[config.mk]
export PLATFORM = sky130hd
export DESIGN_NAME = serializer_general_config_regs
export DESIGN_NICKNAME = d
export VERILOG_FILES = /design/src/inc/sercfg_pkg.sv /design/src/design/pin_sync.sv /design/src/design/selfclr_pulse.sv /design/src/design/serializer_general_config_regs.sv
export SDC_FILE = /design/constraint.sdc
export NUM_CORES = 1
export LEC_CHECK = 0
export BUFFER_PORTS_ARGS = -buffer_cell sky130_fd_sc_hd__buf_2
export CAP_MARGIN = 0
export CORE_MARGIN = 5
export CORE_UTILIZATION = 60
export CTS_CLUSTER_DIAMETER = 150
export CTS_CLUSTER_SIZE = 40
export DETAILED_ROUTE_END_ITERATION = 10
export PLACE_DENSITY = 0.79
export SYNTH_ARGS = -nofsm -noshare
export SYNTH_HDL_FRONTEND = slang
export SYNTH_SLANG_ARGS = --single-unit
export TNS_END_PERCENT = 10
[constraint.sdc]
create_clock -name mclk -period 2.8 [get_ports mclk]
set_input_delay 0.7 -clock mclk [delete_from_list [all_inputs] [get_ports mclk]]
set_output_delay 0.7 -clock mclk [all_outputs]
set_load 0.01 [all_outputs]
[src/inc/sercfg_pkg.sv]
// Purpose: constants for the serializer general configuration register bank
// Assumes: byte-wide registers, byte offsets 0x00 to 0x03 on the serial target port
// Notes: strap values are caught when the power-down pin rises
// Operation
// - strap-set fields reset from sampled strap pins
// - identifier field writable only while override set
// - identifier field always shows identifier in use
// - reload bit starts default reload, self-clears
// - reset bit one clears logic and registers
// - reset bit zero clears logic, keeps registers
// - bit 6 selects continuous clock lane
// - bits 5:4 select lane count, reset 3
// - bit 1 enables check-code generator, resets on
// - bit 0 shows strapped level, stays writable
// - mode field writable only while override set
// - settled bit rises once mode latched
// - mode strap captured on power-down pin rise
// - mode codes: sync, ext, internal, parallel
package sercfg_pkg;
  // ---------------------------------------------------------------
  // register offsets
  // ---------------------------------------------------------------
  localparam logic [7:0] OFS_IDENT = 8'h00;
  localparam logic [7:0] OFS_RESET = 8'h01;
  localparam logic [7:0] OFS_GENCFG = 8'h02;
  localparam logic [7:0] OFS_MODE = 8'h03;
  // ---------------------------------------------------------------
  // field positions
  // ---------------------------------------------------------------
  localparam int IDENT_OVR_BIT = 0;
  localparam int IDENT_LSB = 1;
  localparam int RST_DIG0_BIT = 0;
  localparam int RST_DIG1_BIT = 1;
  localparam int RST_RELOAD_BIT = 2;
  localparam int SC_BITS = 3;
  localparam int CFG_LEVEL_BIT = 0;
  localparam int CFG_CRC_BIT = 1;
  localparam int CFG_LANE_LSB = 4;
  localparam int CFG_CONT_BIT = 6;
  localparam int MODE_LSB = 0;
  localparam int MODE_DONE_BIT = 3;
  localparam int MODE_OVR_BIT = 4;
  // ---------------------------------------------------------------
  // reset values
  // ---------------------------------------------------------------
  localparam logic [1:0] LANE_RST = 2'h3;
  localparam logic CRC_RST = 1'b1;
  localparam logic CONT_RST = 1'b0;
  localparam logic [7:0] RSVD_RD = 8'h00;
  // ---------------------------------------------------------------
  // operating modes
  // ---------------------------------------------------------------
  typedef enum logic [2:0] {
    MODE_SYNC = 3'b000,
    MODE_RSVD = 3'b001,
    MODE_NSYNC_EXT = 3'b010,
    MODE_NSYNC_OSC = 3'b011,
    MODE_PAR_EXT = 3'b101
  } op_mode_e;
  // ---------------------------------------------------------------
  // timing
  // ---------------------------------------------------------------
  localparam int MCLK_PERIOD_NS = 8;
  localparam int SC_HOLD_NS = 64;
  localparam int SC_HOLD_CYCLES = (SC_HOLD_NS + MCLK_PERIOD_NS - 1) / MCLK_PERIOD_NS;
  localparam int SETTLE_NS = 32;
  localparam int SETTLE_CYCLES = (SETTLE_NS + MCLK_PERIOD_NS - 1) / MCLK_PERIOD_NS;
  localparam logic [3:0] BYTE_BITS = 4'h8;
endpackage : sercfg_pkg

[src/design/pin_sync.sv]
// Purpose: two-flop synchroniser for pins entering the mclk domain
// Assumes: inputs are static or slow against mclk
// Notes: only the second flop is visible outside
`timescale 1ns/100ps
module pin_sync #(
  parameter int WIDTH = 1
) (
  input wire logic mclk,
  input wire logic arst_n,
  input wire logic ce,
  input wire logic [WIDTH-1:0] d,
  output logic [WIDTH-1:0] q
);
  logic [WIDTH-1:0] meta;

  always_ff @(posedge mclk or negedge arst_n) begin
    if (!arst_n) begin
      meta <= '0;
      q <= '0;
    end else if (ce) begin
      meta <= d;
      q <= meta;
    end
  end
endmodule : pin_sync

[src/design/selfclr_pulse.sv]
// Purpose: hold timer behind one self-clearing control bit
// Assumes: start is a one-cycle pulse in the mclk domain
// Notes: a new start restarts the hold
`timescale 1ns/100ps
module selfclr_pulse #(
  parameter int HOLD = 8
) (
  input wire logic mclk,
  input wire logic arst_n,
  input wire logic ce,
  input wire logic start,
  output logic busy
);
  localparam int CW = $clog2(HOLD + 1);
  localparam logic [CW-1:0] HOLD_C = CW'(HOLD);
  logic [CW-1:0] cnt;

  always_ff @(posedge mclk or negedge arst_n) begin
    if (!arst_n) begin
      cnt <= '0;
    end else if (ce) begin
      if (start) begin
        cnt <= HOLD_C;
      end else if (cnt != '0) begin
        cnt <= cnt - 1'b1;
      end
    end
  end

  assign busy = (cnt != '0);
endmodule : selfclr_pulse

[src/design/serializer_general_config_regs.sv]
// Purpose: general configuration registers behind a serial two-wire target port
// Assumes: scl and sda sampled by mclk, scl much slower than mclk
// Notes: reserved fields read zero; data outputs registered
`timescale 1ns/100ps
module serializer_general_config_regs
  import sercfg_pkg::*;
#(
  parameter int HOLD_CYCLES = SC_HOLD_CYCLES,
  parameter int SETTLE = SETTLE_CYCLES
) (
  input wire logic mclk,
  input wire logic arst_n,
  input wire logic ce,
  input wire logic scl_pin,
  input wire logic sda_pin_in,
  output logic sda_pin_out,
  output logic sda_pin_oe,
  input wire logic power_down_pin,
  input wire logic [6:0] ident_strap_pin,
  input wire logic [2:0] mode_strap_pin,
  input wire logic level_strap_pin,
  output logic [6:0] bus_target_ident,
  output logic clock_lane_continuous,
  output logic [1:0] data_lane_sel,
  output logic crc_gen_enable,
  output logic i2c_level_1v8,
  output logic [2:0] op_mode,
  output logic op_mode_settled,
  output logic rom_reload_trigger,
  output logic core_soft_reset
);
  typedef enum logic [3:0] {
    ST_IDLE = 4'b0000,
    ST_ADDR = 4'b0001,
    ST_ADDR_ACK = 4'b0010,
    ST_PTR = 4'b0011,
    ST_PTR_ACK = 4'b0100,
    ST_WDATA = 4'b0101,
    ST_WDATA_ACK = 4'b0110,
    ST_RDATA = 4'b0111,
    ST_RDATA_ACK = 4'b1000
  } tgt_state_e;

  localparam int PINS = 14;
  localparam int SC_BOUND = HOLD_CYCLES + 1;
  localparam int SW = $clog2(SETTLE + 1);
  localparam logic [SW-1:0] SETTLE_C = SW'(SETTLE);

  // ---------------------------------------------------------------
  // pin synchronisers and edges
  // ---------------------------------------------------------------
  logic [PINS-1:0] pins_s;
  logic scl_s, sda_s, pwr_s, level_s;
  logic [6:0] ident_s;
  logic [2:0] mode_s;
  logic scl_q, sda_q, pwr_q;

  pin_sync #(.WIDTH(PINS)) u_sync (
    .mclk(mclk),
    .arst_n(arst_n),
    .ce(ce),
    .d({level_strap_pin, mode_strap_pin, ident_strap_pin, power_down_pin, ~sda_pin_in,
        ~scl_pin}),
    .q(pins_s)
  );

  // bus pins pass inverted: cleared synchroniser means idle bus, no false edge
  assign scl_s = ~pins_s[0];
  assign sda_s = ~pins_s[1];
  assign pwr_s = pins_s[2];
  assign ident_s = pins_s[9:3];
  assign mode_s = pins_s[12:10];
  assign level_s = pins_s[13];

  always_ff @(posedge mclk or negedge arst_n) begin
    if (!arst_n) begin
      scl_q <= 1'b1;
      sda_q <= 1'b1;
      pwr_q <= 1'b0;
    end else if (ce) begin
      scl_q <= scl_s;
      sda_q <= sda_s;
      pwr_q <= pwr_s;
    end
  end

  logic scl_rise, scl_fall, bus_start, bus_stop, pwr_rise;
  assign scl_rise = scl_s & ~scl_q;
  assign scl_fall = ~scl_s & scl_q;
  assign bus_start = scl_s & scl_q & sda_q & ~sda_s;
  assign bus_stop = scl_s & scl_q & ~sda_q & sda_s;
  assign pwr_rise = pwr_s & ~pwr_q;

  // ---------------------------------------------------------------
  // strap capture and mode settling
  // ---------------------------------------------------------------
  logic [6:0] strap_ident;
  logic [2:0] strap_mode;
  logic [SW-1:0] settle_cnt;

  always_ff @(posedge mclk or negedge arst_n) begin
    if (!arst_n) begin
      strap_ident <= 7'h00;
      strap_mode <= 3'h0;
    end else if (ce && pwr_rise) begin
      strap_ident <= ident_s;
      strap_mode <= mode_s;
    end
  end

  always_ff @(posedge mclk or negedge arst_n) begin
    if (!arst_n) begin
      settle_cnt <= '0;
      op_mode_settled <= 1'b0;
    end else if (ce) begin
      if (!pwr_s || pwr_rise) begin
        settle_cnt <= SETTLE_C;
        op_mode_settled <= 1'b0;
      end else if (settle_cnt != '0) begin
        settle_cnt <= settle_cnt - 1'b1;
      end else begin
        op_mode_settled <= 1'b1;
      end
    end
  end

  // ---------------------------------------------------------------
  // register image
  // ---------------------------------------------------------------
  logic ident_override, op_mode_override;
  logic [SC_BITS-1:0] sc_start, sc_busy;

  function automatic logic [7:0] reg_image(input logic [7:0] a);
    logic [7:0] v;
    v = RSVD_RD;
    unique case (a)
      OFS_IDENT: begin
        v[IDENT_LSB +: 7] = bus_target_ident;
        v[IDENT_OVR_BIT] = ident_override;
      end
      OFS_RESET: v[SC_BITS-1:0] = sc_busy;
      OFS_GENCFG: begin
        v[CFG_CONT_BIT] = clock_lane_continuous;
        v[CFG_LANE_LSB +: 2] = data_lane_sel;
        v[CFG_CRC_BIT] = crc_gen_enable;
        v[CFG_LEVEL_BIT] = i2c_level_1v8;
      end
      OFS_MODE: begin
        v[MODE_OVR_BIT] = op_mode_override;
        v[MODE_DONE_BIT] = op_mode_settled;
        v[MODE_LSB +: 3] = op_mode;
      end
      default: v = RSVD_RD;
    endcase
    return v;
  endfunction : reg_image

  // ---------------------------------------------------------------
  // serial target engine
  // ---------------------------------------------------------------
  tgt_state_e state;
  logic [7:0] shreg, ptr, wr_addr, wr_data, rd_word;
  logic [3:0] bitcnt;
  logic is_read, wr_stb;

  assign sda_pin_out = 1'b0;
  assign rd_word = reg_image(ptr);

  always_ff @(posedge mclk or negedge arst_n) begin
    if (!arst_n) begin
      state <= ST_IDLE;
      shreg <= 8'h00;
      ptr <= 8'h00;
      bitcnt <= 4'h0;
      is_read <= 1'b0;
      sda_pin_oe <= 1'b0;
      wr_stb <= 1'b0;
      wr_addr <= 8'h00;
      wr_data <= 8'h00;
    end else if (ce) begin
      wr_stb <= 1'b0;
      if (!pwr_s || bus_stop) begin
        state <= ST_IDLE;
        sda_pin_oe <= 1'b0;
      end else if (bus_start) begin
        state <= ST_ADDR;
        bitcnt <= 4'h0;
        sda_pin_oe <= 1'b0;
      end else begin
        unique case (state)
          ST_IDLE: begin
            sda_pin_oe <= 1'b0;
          end
          ST_ADDR, ST_PTR, ST_WDATA: begin
            if (scl_rise) begin
              shreg <= {shreg[6:0], sda_s};
              bitcnt <= bitcnt + 4'h1;
            end
            if (scl_fall && bitcnt == BYTE_BITS) begin
              bitcnt <= 4'h0;
              if (state == ST_ADDR) begin
                if (shreg[7:1] == bus_target_ident) begin
                  sda_pin_oe <= 1'b1;
                  is_read <= shreg[0];
                  state <= ST_ADDR_ACK;
                end else begin
                  state <= ST_IDLE;
                end
              end else if (state == ST_PTR) begin
                ptr <= shreg;
                sda_pin_oe <= 1'b1;
                state <= ST_PTR_ACK;
              end else begin
                wr_stb <= 1'b1;
                wr_addr <= ptr;
                wr_data <= shreg;
                ptr <= ptr + 8'h01;
                sda_pin_oe <= 1'b1;
                state <= ST_WDATA_ACK;
              end
            end
          end
          ST_PTR_ACK, ST_WDATA_ACK: begin
            if (scl_fall) begin
              sda_pin_oe <= 1'b0;
              state <= ST_WDATA;
            end
          end
          ST_ADDR_ACK, ST_RDATA_ACK: begin
            if (state == ST_RDATA_ACK && scl_rise && sda_s) begin
              state <= ST_IDLE;
            end else if (scl_fall && (state == ST_RDATA_ACK || is_read)) begin
              // a read load would release latched fields; this bank has none
              shreg <= rd_word;
              sda_pin_oe <= ~rd_word[7];
              ptr <= ptr + 8'h01;
              bitcnt <= 4'h0;
              state <= ST_RDATA;
            end else if (scl_fall) begin
              sda_pin_oe <= 1'b0;
              state <= ST_PTR;
            end
          end
          ST_RDATA: begin
            if (scl_rise) begin
              bitcnt <= bitcnt + 4'h1;
            end
            if (scl_fall) begin
              if (bitcnt == BYTE_BITS) begin
                sda_pin_oe <= 1'b0;
                state <= ST_RDATA_ACK;
              end else begin
                shreg <= {shreg[6:0], 1'b0};
                sda_pin_oe <= ~shreg[6];
              end
            end
          end
        endcase
      end
    end
  end

  // ---------------------------------------------------------------
  // self-clearing reset and reload controls
  // ---------------------------------------------------------------
  logic regs_clear;

  for (genvar g = 0; g < SC_BITS; g++) begin : g_sc
    assign sc_start[g] = wr_stb && wr_addr == OFS_RESET && wr_data[g];
    selfclr_pulse #(.HOLD(HOLD_CYCLES)) u_sc (
      .mclk(mclk),
      .arst_n(arst_n),
      .ce(ce),
      .start(sc_start[g]),
      .busy(sc_busy[g])
    );
  end

  assign regs_clear = sc_start[RST_DIG1_BIT] | sc_start[RST_RELOAD_BIT];

  always_ff @(posedge mclk or negedge arst_n) begin
    if (!arst_n) begin
      rom_reload_trigger <= 1'b0;
      core_soft_reset <= 1'b0;
    end else if (ce) begin
      rom_reload_trigger <= sc_start[RST_RELOAD_BIT];
      core_soft_reset <= sc_busy[RST_DIG0_BIT] | sc_busy[RST_DIG1_BIT];
    end
  end

  // ---------------------------------------------------------------
  // configuration registers
  // ---------------------------------------------------------------
  always_ff @(posedge mclk or negedge arst_n) begin
    if (!arst_n) begin
      ident_override <= 1'b0;
      bus_target_ident <= 7'h00;
      clock_lane_continuous <= CONT_RST;
      data_lane_sel <= LANE_RST;
      crc_gen_enable <= CRC_RST;
      i2c_level_1v8 <= 1'b0;
      op_mode_override <= 1'b0;
      op_mode <= 3'h0;
    end else if (ce) begin
      if (regs_clear) begin
        ident_override <= 1'b0;
        bus_target_ident <= strap_ident;
        clock_lane_continuous <= CONT_RST;
        data_lane_sel <= LANE_RST;
        crc_gen_enable <= CRC_RST;
        i2c_level_1v8 <= level_s;
        op_mode_override <= 1'b0;
        op_mode <= strap_mode;
      end else begin
        if (!ident_override) begin
          bus_target_ident <= strap_ident;
        end
        if (!op_mode_override) begin
          op_mode <= strap_mode;
        end
        if (pwr_rise) begin
          i2c_level_1v8 <= level_s;
        end
        if (wr_stb) begin
          unique case (wr_addr)
            OFS_IDENT: begin
              ident_override <= wr_data[IDENT_OVR_BIT];
              if (wr_data[IDENT_OVR_BIT]) begin
                bus_target_ident <= wr_data[IDENT_LSB +: 7];
              end
            end
            OFS_GENCFG: begin
              clock_lane_continuous <= wr_data[CFG_CONT_BIT];
              data_lane_sel <= wr_data[CFG_LANE_LSB +: 2];
              crc_gen_enable <= wr_data[CFG_CRC_BIT];
              i2c_level_1v8 <= wr_data[CFG_LEVEL_BIT];
            end
            OFS_MODE: begin
              op_mode_override <= wr_data[MODE_OVR_BIT];
              if (wr_data[MODE_OVR_BIT]) begin
                op_mode <= wr_data[MODE_LSB +: 3];
              end
            end
            default: begin
            end
          endcase
        end
      end
    end
  end

  // ---------------------------------------------------------------
  // assertions
  // ---------------------------------------------------------------
  a_ident_follows_strap: assert property (@(posedge mclk) disable iff (!arst_n)
    ce && !ident_override && !wr_stb && !regs_clear |=> bus_target_ident == $past(strap_ident))
    else $error("identifier not tracking strap");

  a_ident_override_wr: assert property (@(posedge mclk) disable iff (!arst_n)
    ce && wr_stb && wr_addr == OFS_IDENT && wr_data[IDENT_OVR_BIT] && !regs_clear
    |=> ident_override && bus_target_ident == $past(wr_data[7:1]))
    else $error("override identifier not taken");

  a_reload_pulse: assert property (@(posedge mclk) disable iff (!arst_n)
    ce && sc_start[RST_RELOAD_BIT] |=> rom_reload_trigger ##1 !rom_reload_trigger)
    else $error("reload trigger not one pulse");

  a_sc_bits_drop: assert property (@(posedge mclk) disable iff (!arst_n)
    ce && |sc_start |=> (|sc_busy) ##[1:SC_BOUND] !(|sc_busy))
    else $error("self-clearing bit stuck");

  a_full_reset_defaults: assert property (@(posedge mclk) disable iff (!arst_n)
    ce && sc_start[RST_DIG1_BIT] |=> data_lane_sel == LANE_RST && crc_gen_enable
    && !clock_lane_continuous && !ident_override && !op_mode_override ##1 core_soft_reset)
    else $error("full soft reset incomplete");

  a_logic_reset_keeps: assert property (@(posedge mclk) disable iff (!arst_n)
    ce && sc_start[RST_DIG0_BIT] && !regs_clear
    |=> $stable(data_lane_sel) && $stable(crc_gen_enable) ##1 core_soft_reset)
    else $error("logic reset disturbed registers");

  a_gencfg_write: assert property (@(posedge mclk) disable iff (!arst_n)
    ce && wr_stb && wr_addr == OFS_GENCFG && !regs_clear
    |=> clock_lane_continuous == $past(wr_data[CFG_CONT_BIT])
    && data_lane_sel == $past(wr_data[5:4]) && crc_gen_enable == $past(wr_data[CFG_CRC_BIT]))
    else $error("configuration write lost");

  a_level_strap: assert property (@(posedge mclk) disable iff (!arst_n)
    ce && pwr_rise && !regs_clear && !wr_stb |=> i2c_level_1v8 == $past(level_s))
    else $error("level not taken from strap");

  a_mode_locked: assert property (@(posedge mclk) disable iff (!arst_n)
    ce && !op_mode_override && !wr_stb && !regs_clear |=> op_mode == $past(strap_mode))
    else $error("mode not tracking strap");

  a_mode_capture: assert property (@(posedge mclk) disable iff (!arst_n)
    ce && pwr_rise |=> strap_mode == $past(mode_s) && !op_mode_settled)
    else $error("mode strap not captured");

  a_mode_settles: assert property (@(posedge mclk) disable iff (!arst_n)
    ce && pwr_rise ##1 (ce && pwr_s) [*8] |-> op_mode_settled)
    else $error("settled flag late");
endmodule : serializer_general_config_regs

==> summary.log <==
qor: outcome.run_status completed
qor: grt.maximum_number_of_pins_on_one_net_before_global_route_repair 48
qor: clock_network.ctsHtreeMaxLevel 4
qor: flow_run.maxCapViolations 0
qor: clock_network.postCtsSetupBuffers 0
qor: cells_and_area.final_util 71.2%
qor: drt.drc 0
qor: cells_and_area.stdcell_count 782
qor: drt.wl_per_cell 19.0 um
qor: sta.timing_worst_slew_pin_value 0.743 ns
qor: logic_synthesis.synthMuxAreaShare 9.92%
qor: drt.drtPass1Iterations 6
qor: grt.grt_usage 24.9%
qor: sta.setup_violations 0
qor: cells_and_area.area.growth.synth_to_final 14.9%
qor: drt.postRouteAntennaNets 0
qor: drt.viasPerCell 6.41
qor: grt.grt_pass1_wl 24600 um
qor: clock_network.cts_sinks 119
qor: setup_path.crit_fanout 11
qor: sta.max_freq 0.419 GHz
qor: clock_network.worst_setup_hold_path_clk_slew 0.06 ns
qor: cells_and_area.drive_above_1_share 24.0%
qor: grt.antenna_violations_before_repair 0
qor: pwr.power-per-cell-area 792 nW/um^2
qor: setup_path.dominant_cell_type_by_count_on_the_critical_path or4_4
qor: sta.timing.clock.skew 0.00525 ns
qor: sta.rsz_0062_raised_after_global_routing no
qor: sta.fin_crit_sh 85.3%
qor: die.floorplan.die_area 12300 um^2
qor: setup_path.worstPathCellList or4_4 -> or4_4 -> a31o_4 -> a221o_1
qor: pwr.ir_drop_worst_case_vdd 0.000920 V
qor: setup_path.crit_arrival 2.80 ns
qor: logic_synthesis.yosys_warnings 0
qor: logic_synthesis.net_count_after_synthesis 633
qor: sta.slew_violations 0
qor: place.number_of_placed_instances_taps_included 750
qor: die.fp-row-count 36
qor: place.placement.io_buffers 35
qor: setup_path.path_class reg -> reg
qor: setup_path.critical_path_buf_inv_count 0
qor: logic_synthesis.synthSimpleGateAreaFrac 16.5%
qor: logic_synthesis.yosys.area_share.adder 2.86%
qor: die.design.core.area 9860 um^2
qor: setup_path.timing.critical_path.from_type flip-flop
qor: grt.grt_overflow_total 0
qor: clock_network.cts_inserted_buffers 17
qor: clock_network.cts_hold_buffers 0
qor: place.gp_routability_congestion 0.894
qor: setup_path.maximum_single_stage_delay_on_the_critical_path 0.64 ns
qor: logic_synthesis.yosys.cell_types.count 61
qor: die.floorplan.io_pins 37
qor: clock_network.clock_insertion_delay_worst_skew 0.53 ns
qor: cells_and_area.finalNetCount 667
qor: logic_synthesis.synthesis.area 6110 um^2
qor: clock_network.clock_tree.root_cell clkbuf_8
qor: grt.grt_pass1_vias 4920
qor: clock_network.tritoncts done
qor: drt.drt_wl_total 14900 um
qor: sta.relSlewSlack 50.5%
qor: clock_network.cts_resized 0
qor: drt.vias_after_detailed_routing 5015
qor: place.hpwl 10100 um
qor: drt.number_of_drc_markers_in_iteration_0 422
qor: die.floorplan.initialDensity 62.0%
qor: setup_path.critPathRequiredTime 3.21 ns
qor: sta.period_minus_slack 2.39 ns
qor: setup_path.critPathSlowestCell or4_4
qor: logic_synthesis.synth_edf_count 0
qor: clock_network.max-clock-path-buffers 2
qor: cells_and_area.antennaDiodeCount 0
qor: pwr.post-layout-total-power 5.56 mW
qor: die.die_width 111 um
qor: logic_synthesis.synth_top_family_by_area simple AND/OR/NAND/NOR gates
qor: logic_synthesis.synth_sequential_area_ratio 48.8%
qor: setup_path.crit_path_end_kind flip-flop
qor: logic_synthesis.synth_compound_gate_area_share 16.4%
qor: die.die_y 111 um
qor: pwr.leakage 3.10 nW
qor: logic_synthesis.synth_flop_cell dfrtp_1
qor: logic_synthesis.syn_inst 602
qor: logic_synthesis.mapped_avg_cell_area 10.2 um^2
qor: setup_path.critical-path-top-delay-family simple AND/OR/NAND/NOR gates
qor: worst_hold_path.worst_hold_check_path_type in -> async
qor: sta.finalHoldViolCount 0
qor: sta.setup_tns 0 ns
qor: logic_synthesis.asyncSetResetFlopFracSynth 100%
qor: logic_synthesis.synth_register_bits 119
qor: logic_synthesis.synthXorXnorAreaFrac 1.86%
cells in the final DEF, fill, tap and decap left out, types with 10 or more instances in the layout:
cell and n:
dfrtp_1 114, nand2_1 54, mux2_2 53, o21ai_0 51, nor2_1 47, buf_2 34, a21oi_1 32, inv_1 21
nand3_1 19, clkbuf_16 16, ha_1 14, buf_4 12, nor4_1 11, nor3_1 10
power by group:
group	switching (mW)	internal [mW]	total (mW)
clock network	0.803	1.38	2.19
logic	0.553	0.491	1.04
registers	0.345	1.99	2.34
total	1.70	3.86	5.56
worst register-to-register path, delay by kind of cell (launching register included):
kind,cells,cell delay [ns]
DFF,1,0.39
and+or+nand+nor,2,1.26
AOI/OAI and AO/OA,2,0.62
worst paths after layout:
path	from	endpoint	slack, ns	depth (start not counted)
min in group mclk	sda_pin_in	u_sync.meta[1]$_DFFE_PN0P_	0.35	2
worst min-delay path	arst_n	u_sync.q[2]$_DFFE_PN0P_	0.11	1
worst max register to register	wr_addr[5]$_DFFE_PN0P_	op_mode[0]$_DFFE_PN0P_	0.41	4
worst min register to register	g_sc[2].u_sc.cnt[1]$_DFFE_PN0P_	g_sc[2].u_sc.cnt[1]$_DFFE_PN0P_	0.48	2
max in group asynchronous	arst_n	crc_gen_enable$_DFFE_PN1P_	1.97	2
worst max-delay path	wr_addr[5]$_DFFE_PN0P_	op_mode[0]$_DFFE_PN0P_	0.41	4
per-stage QoR:
| stage | hold slack (ns) | cell area [um^2] | setup slack [ns] |
|---|---|---|---|
| after global routing | 0.125 | 7020 | 0.301 |
| after detailed placement | 0.478 | 6420 | 0.431 |
| final | 0.105 | 7020 | 0.412 |
| after global placement | 0.465 | 6420 | 0.480 |
| after floorplan | 0.404 | 6110 | 0.439 |
| after CTS | 0.0990 | 7020 | 0.427 |
area by class of cell:
| class | instances | area (um^2) |
|---|---|---|
| Tap cell | 133 | 166 |
| Timing Repair Buffer | 47 | 280 |
| Clock buffer | 18 | 428 |
| Multi-Input combinational cell | 430 | 2910 |
| Inverter | 21 | 78.8 |
| Fill cell | 690 | 2840 |
| Sequential cell | 119 | 2980 |
| Clock inverter | 14 | 176 |
synth_stat cells, types with 6 or more instances:
| master | instances | area share [%] |
|---|---|---|
| o211ai_1 | 7 | 0.86 |
| ha_1 | 14 | 2.9 |
| dfrtp_1 | 114 | 47 |
| nand2_1 | 54 | 3.3 |
| nand3_1 | 19 | 1.6 |
| a21oi_1 | 32 | 2.6 |
| nand3b_1 | 6 | 0.74 |
| xor2_1 | 9 | 1.3 |
| nand4_1 | 9 | 0.92 |
| inv_1 | 21 | 1.3 |
| clkbuf_1 | 27 | 1.7 |
| nor3_1 | 10 | 0.82 |
| o21ai_0 | 51 | 4.2 |
| and3b_1 | 9 | 1.3 |
| mux2_2 | 53 | 9.8 |
| nor2_1 | 47 | 2.9 |
| o22ai_1 | 6 | 0.61 |
| o221a_2 | 6 | 1.1 |
| nor4_1 | 11 | 1.1 |
per-layer routing:
metal  global-route usage (%)  share of wire, %  vias to the layer above
met1                     32.3                41                     2449
met2                     39.4                48                      245
li1                         -                 -                     2271
met5                        0                 0                        -
met3                     5.51               6.9                       50
met4                     12.7               3.2                        0
logic make-up (layout without fill, tap and decap cells):
family / Yosys count / count (layout)
multiplexers: 54 / 54
AO/OA/AOI/OAI: 151 / 151
other: 1 / 1
adder cells (fa/ha/maj): 14 / 14
buffers and inverters: 53 / 100
AND/OR/NAND/NOR: 197 / 197
flip-flops: 119 / 119
XOR/XNOR: 13 / 13
state kept, by name, indices dropped and copies added, names as in the netlist, 2 cells and up:
| register | flops |
|---|---|
| wr_addr | 8 |
| bus_target_ident | 7 |
| g_sc.u_sc.cnt | 12 |
| settle_cnt | 3 |
| strap_mode | 3 |
| data_lane_sel | 2 |
| ptr | 8 |
| bitcnt | 4 |
| strap_ident | 7 |
| u_sync.meta | 14 |
| shreg | 8 |
| state | 4 |
| u_sync.q | 14 |
| op_mode | 3 |
| wr_data | 8 |
Note: power is estimated with default switching activity, not from simulation.
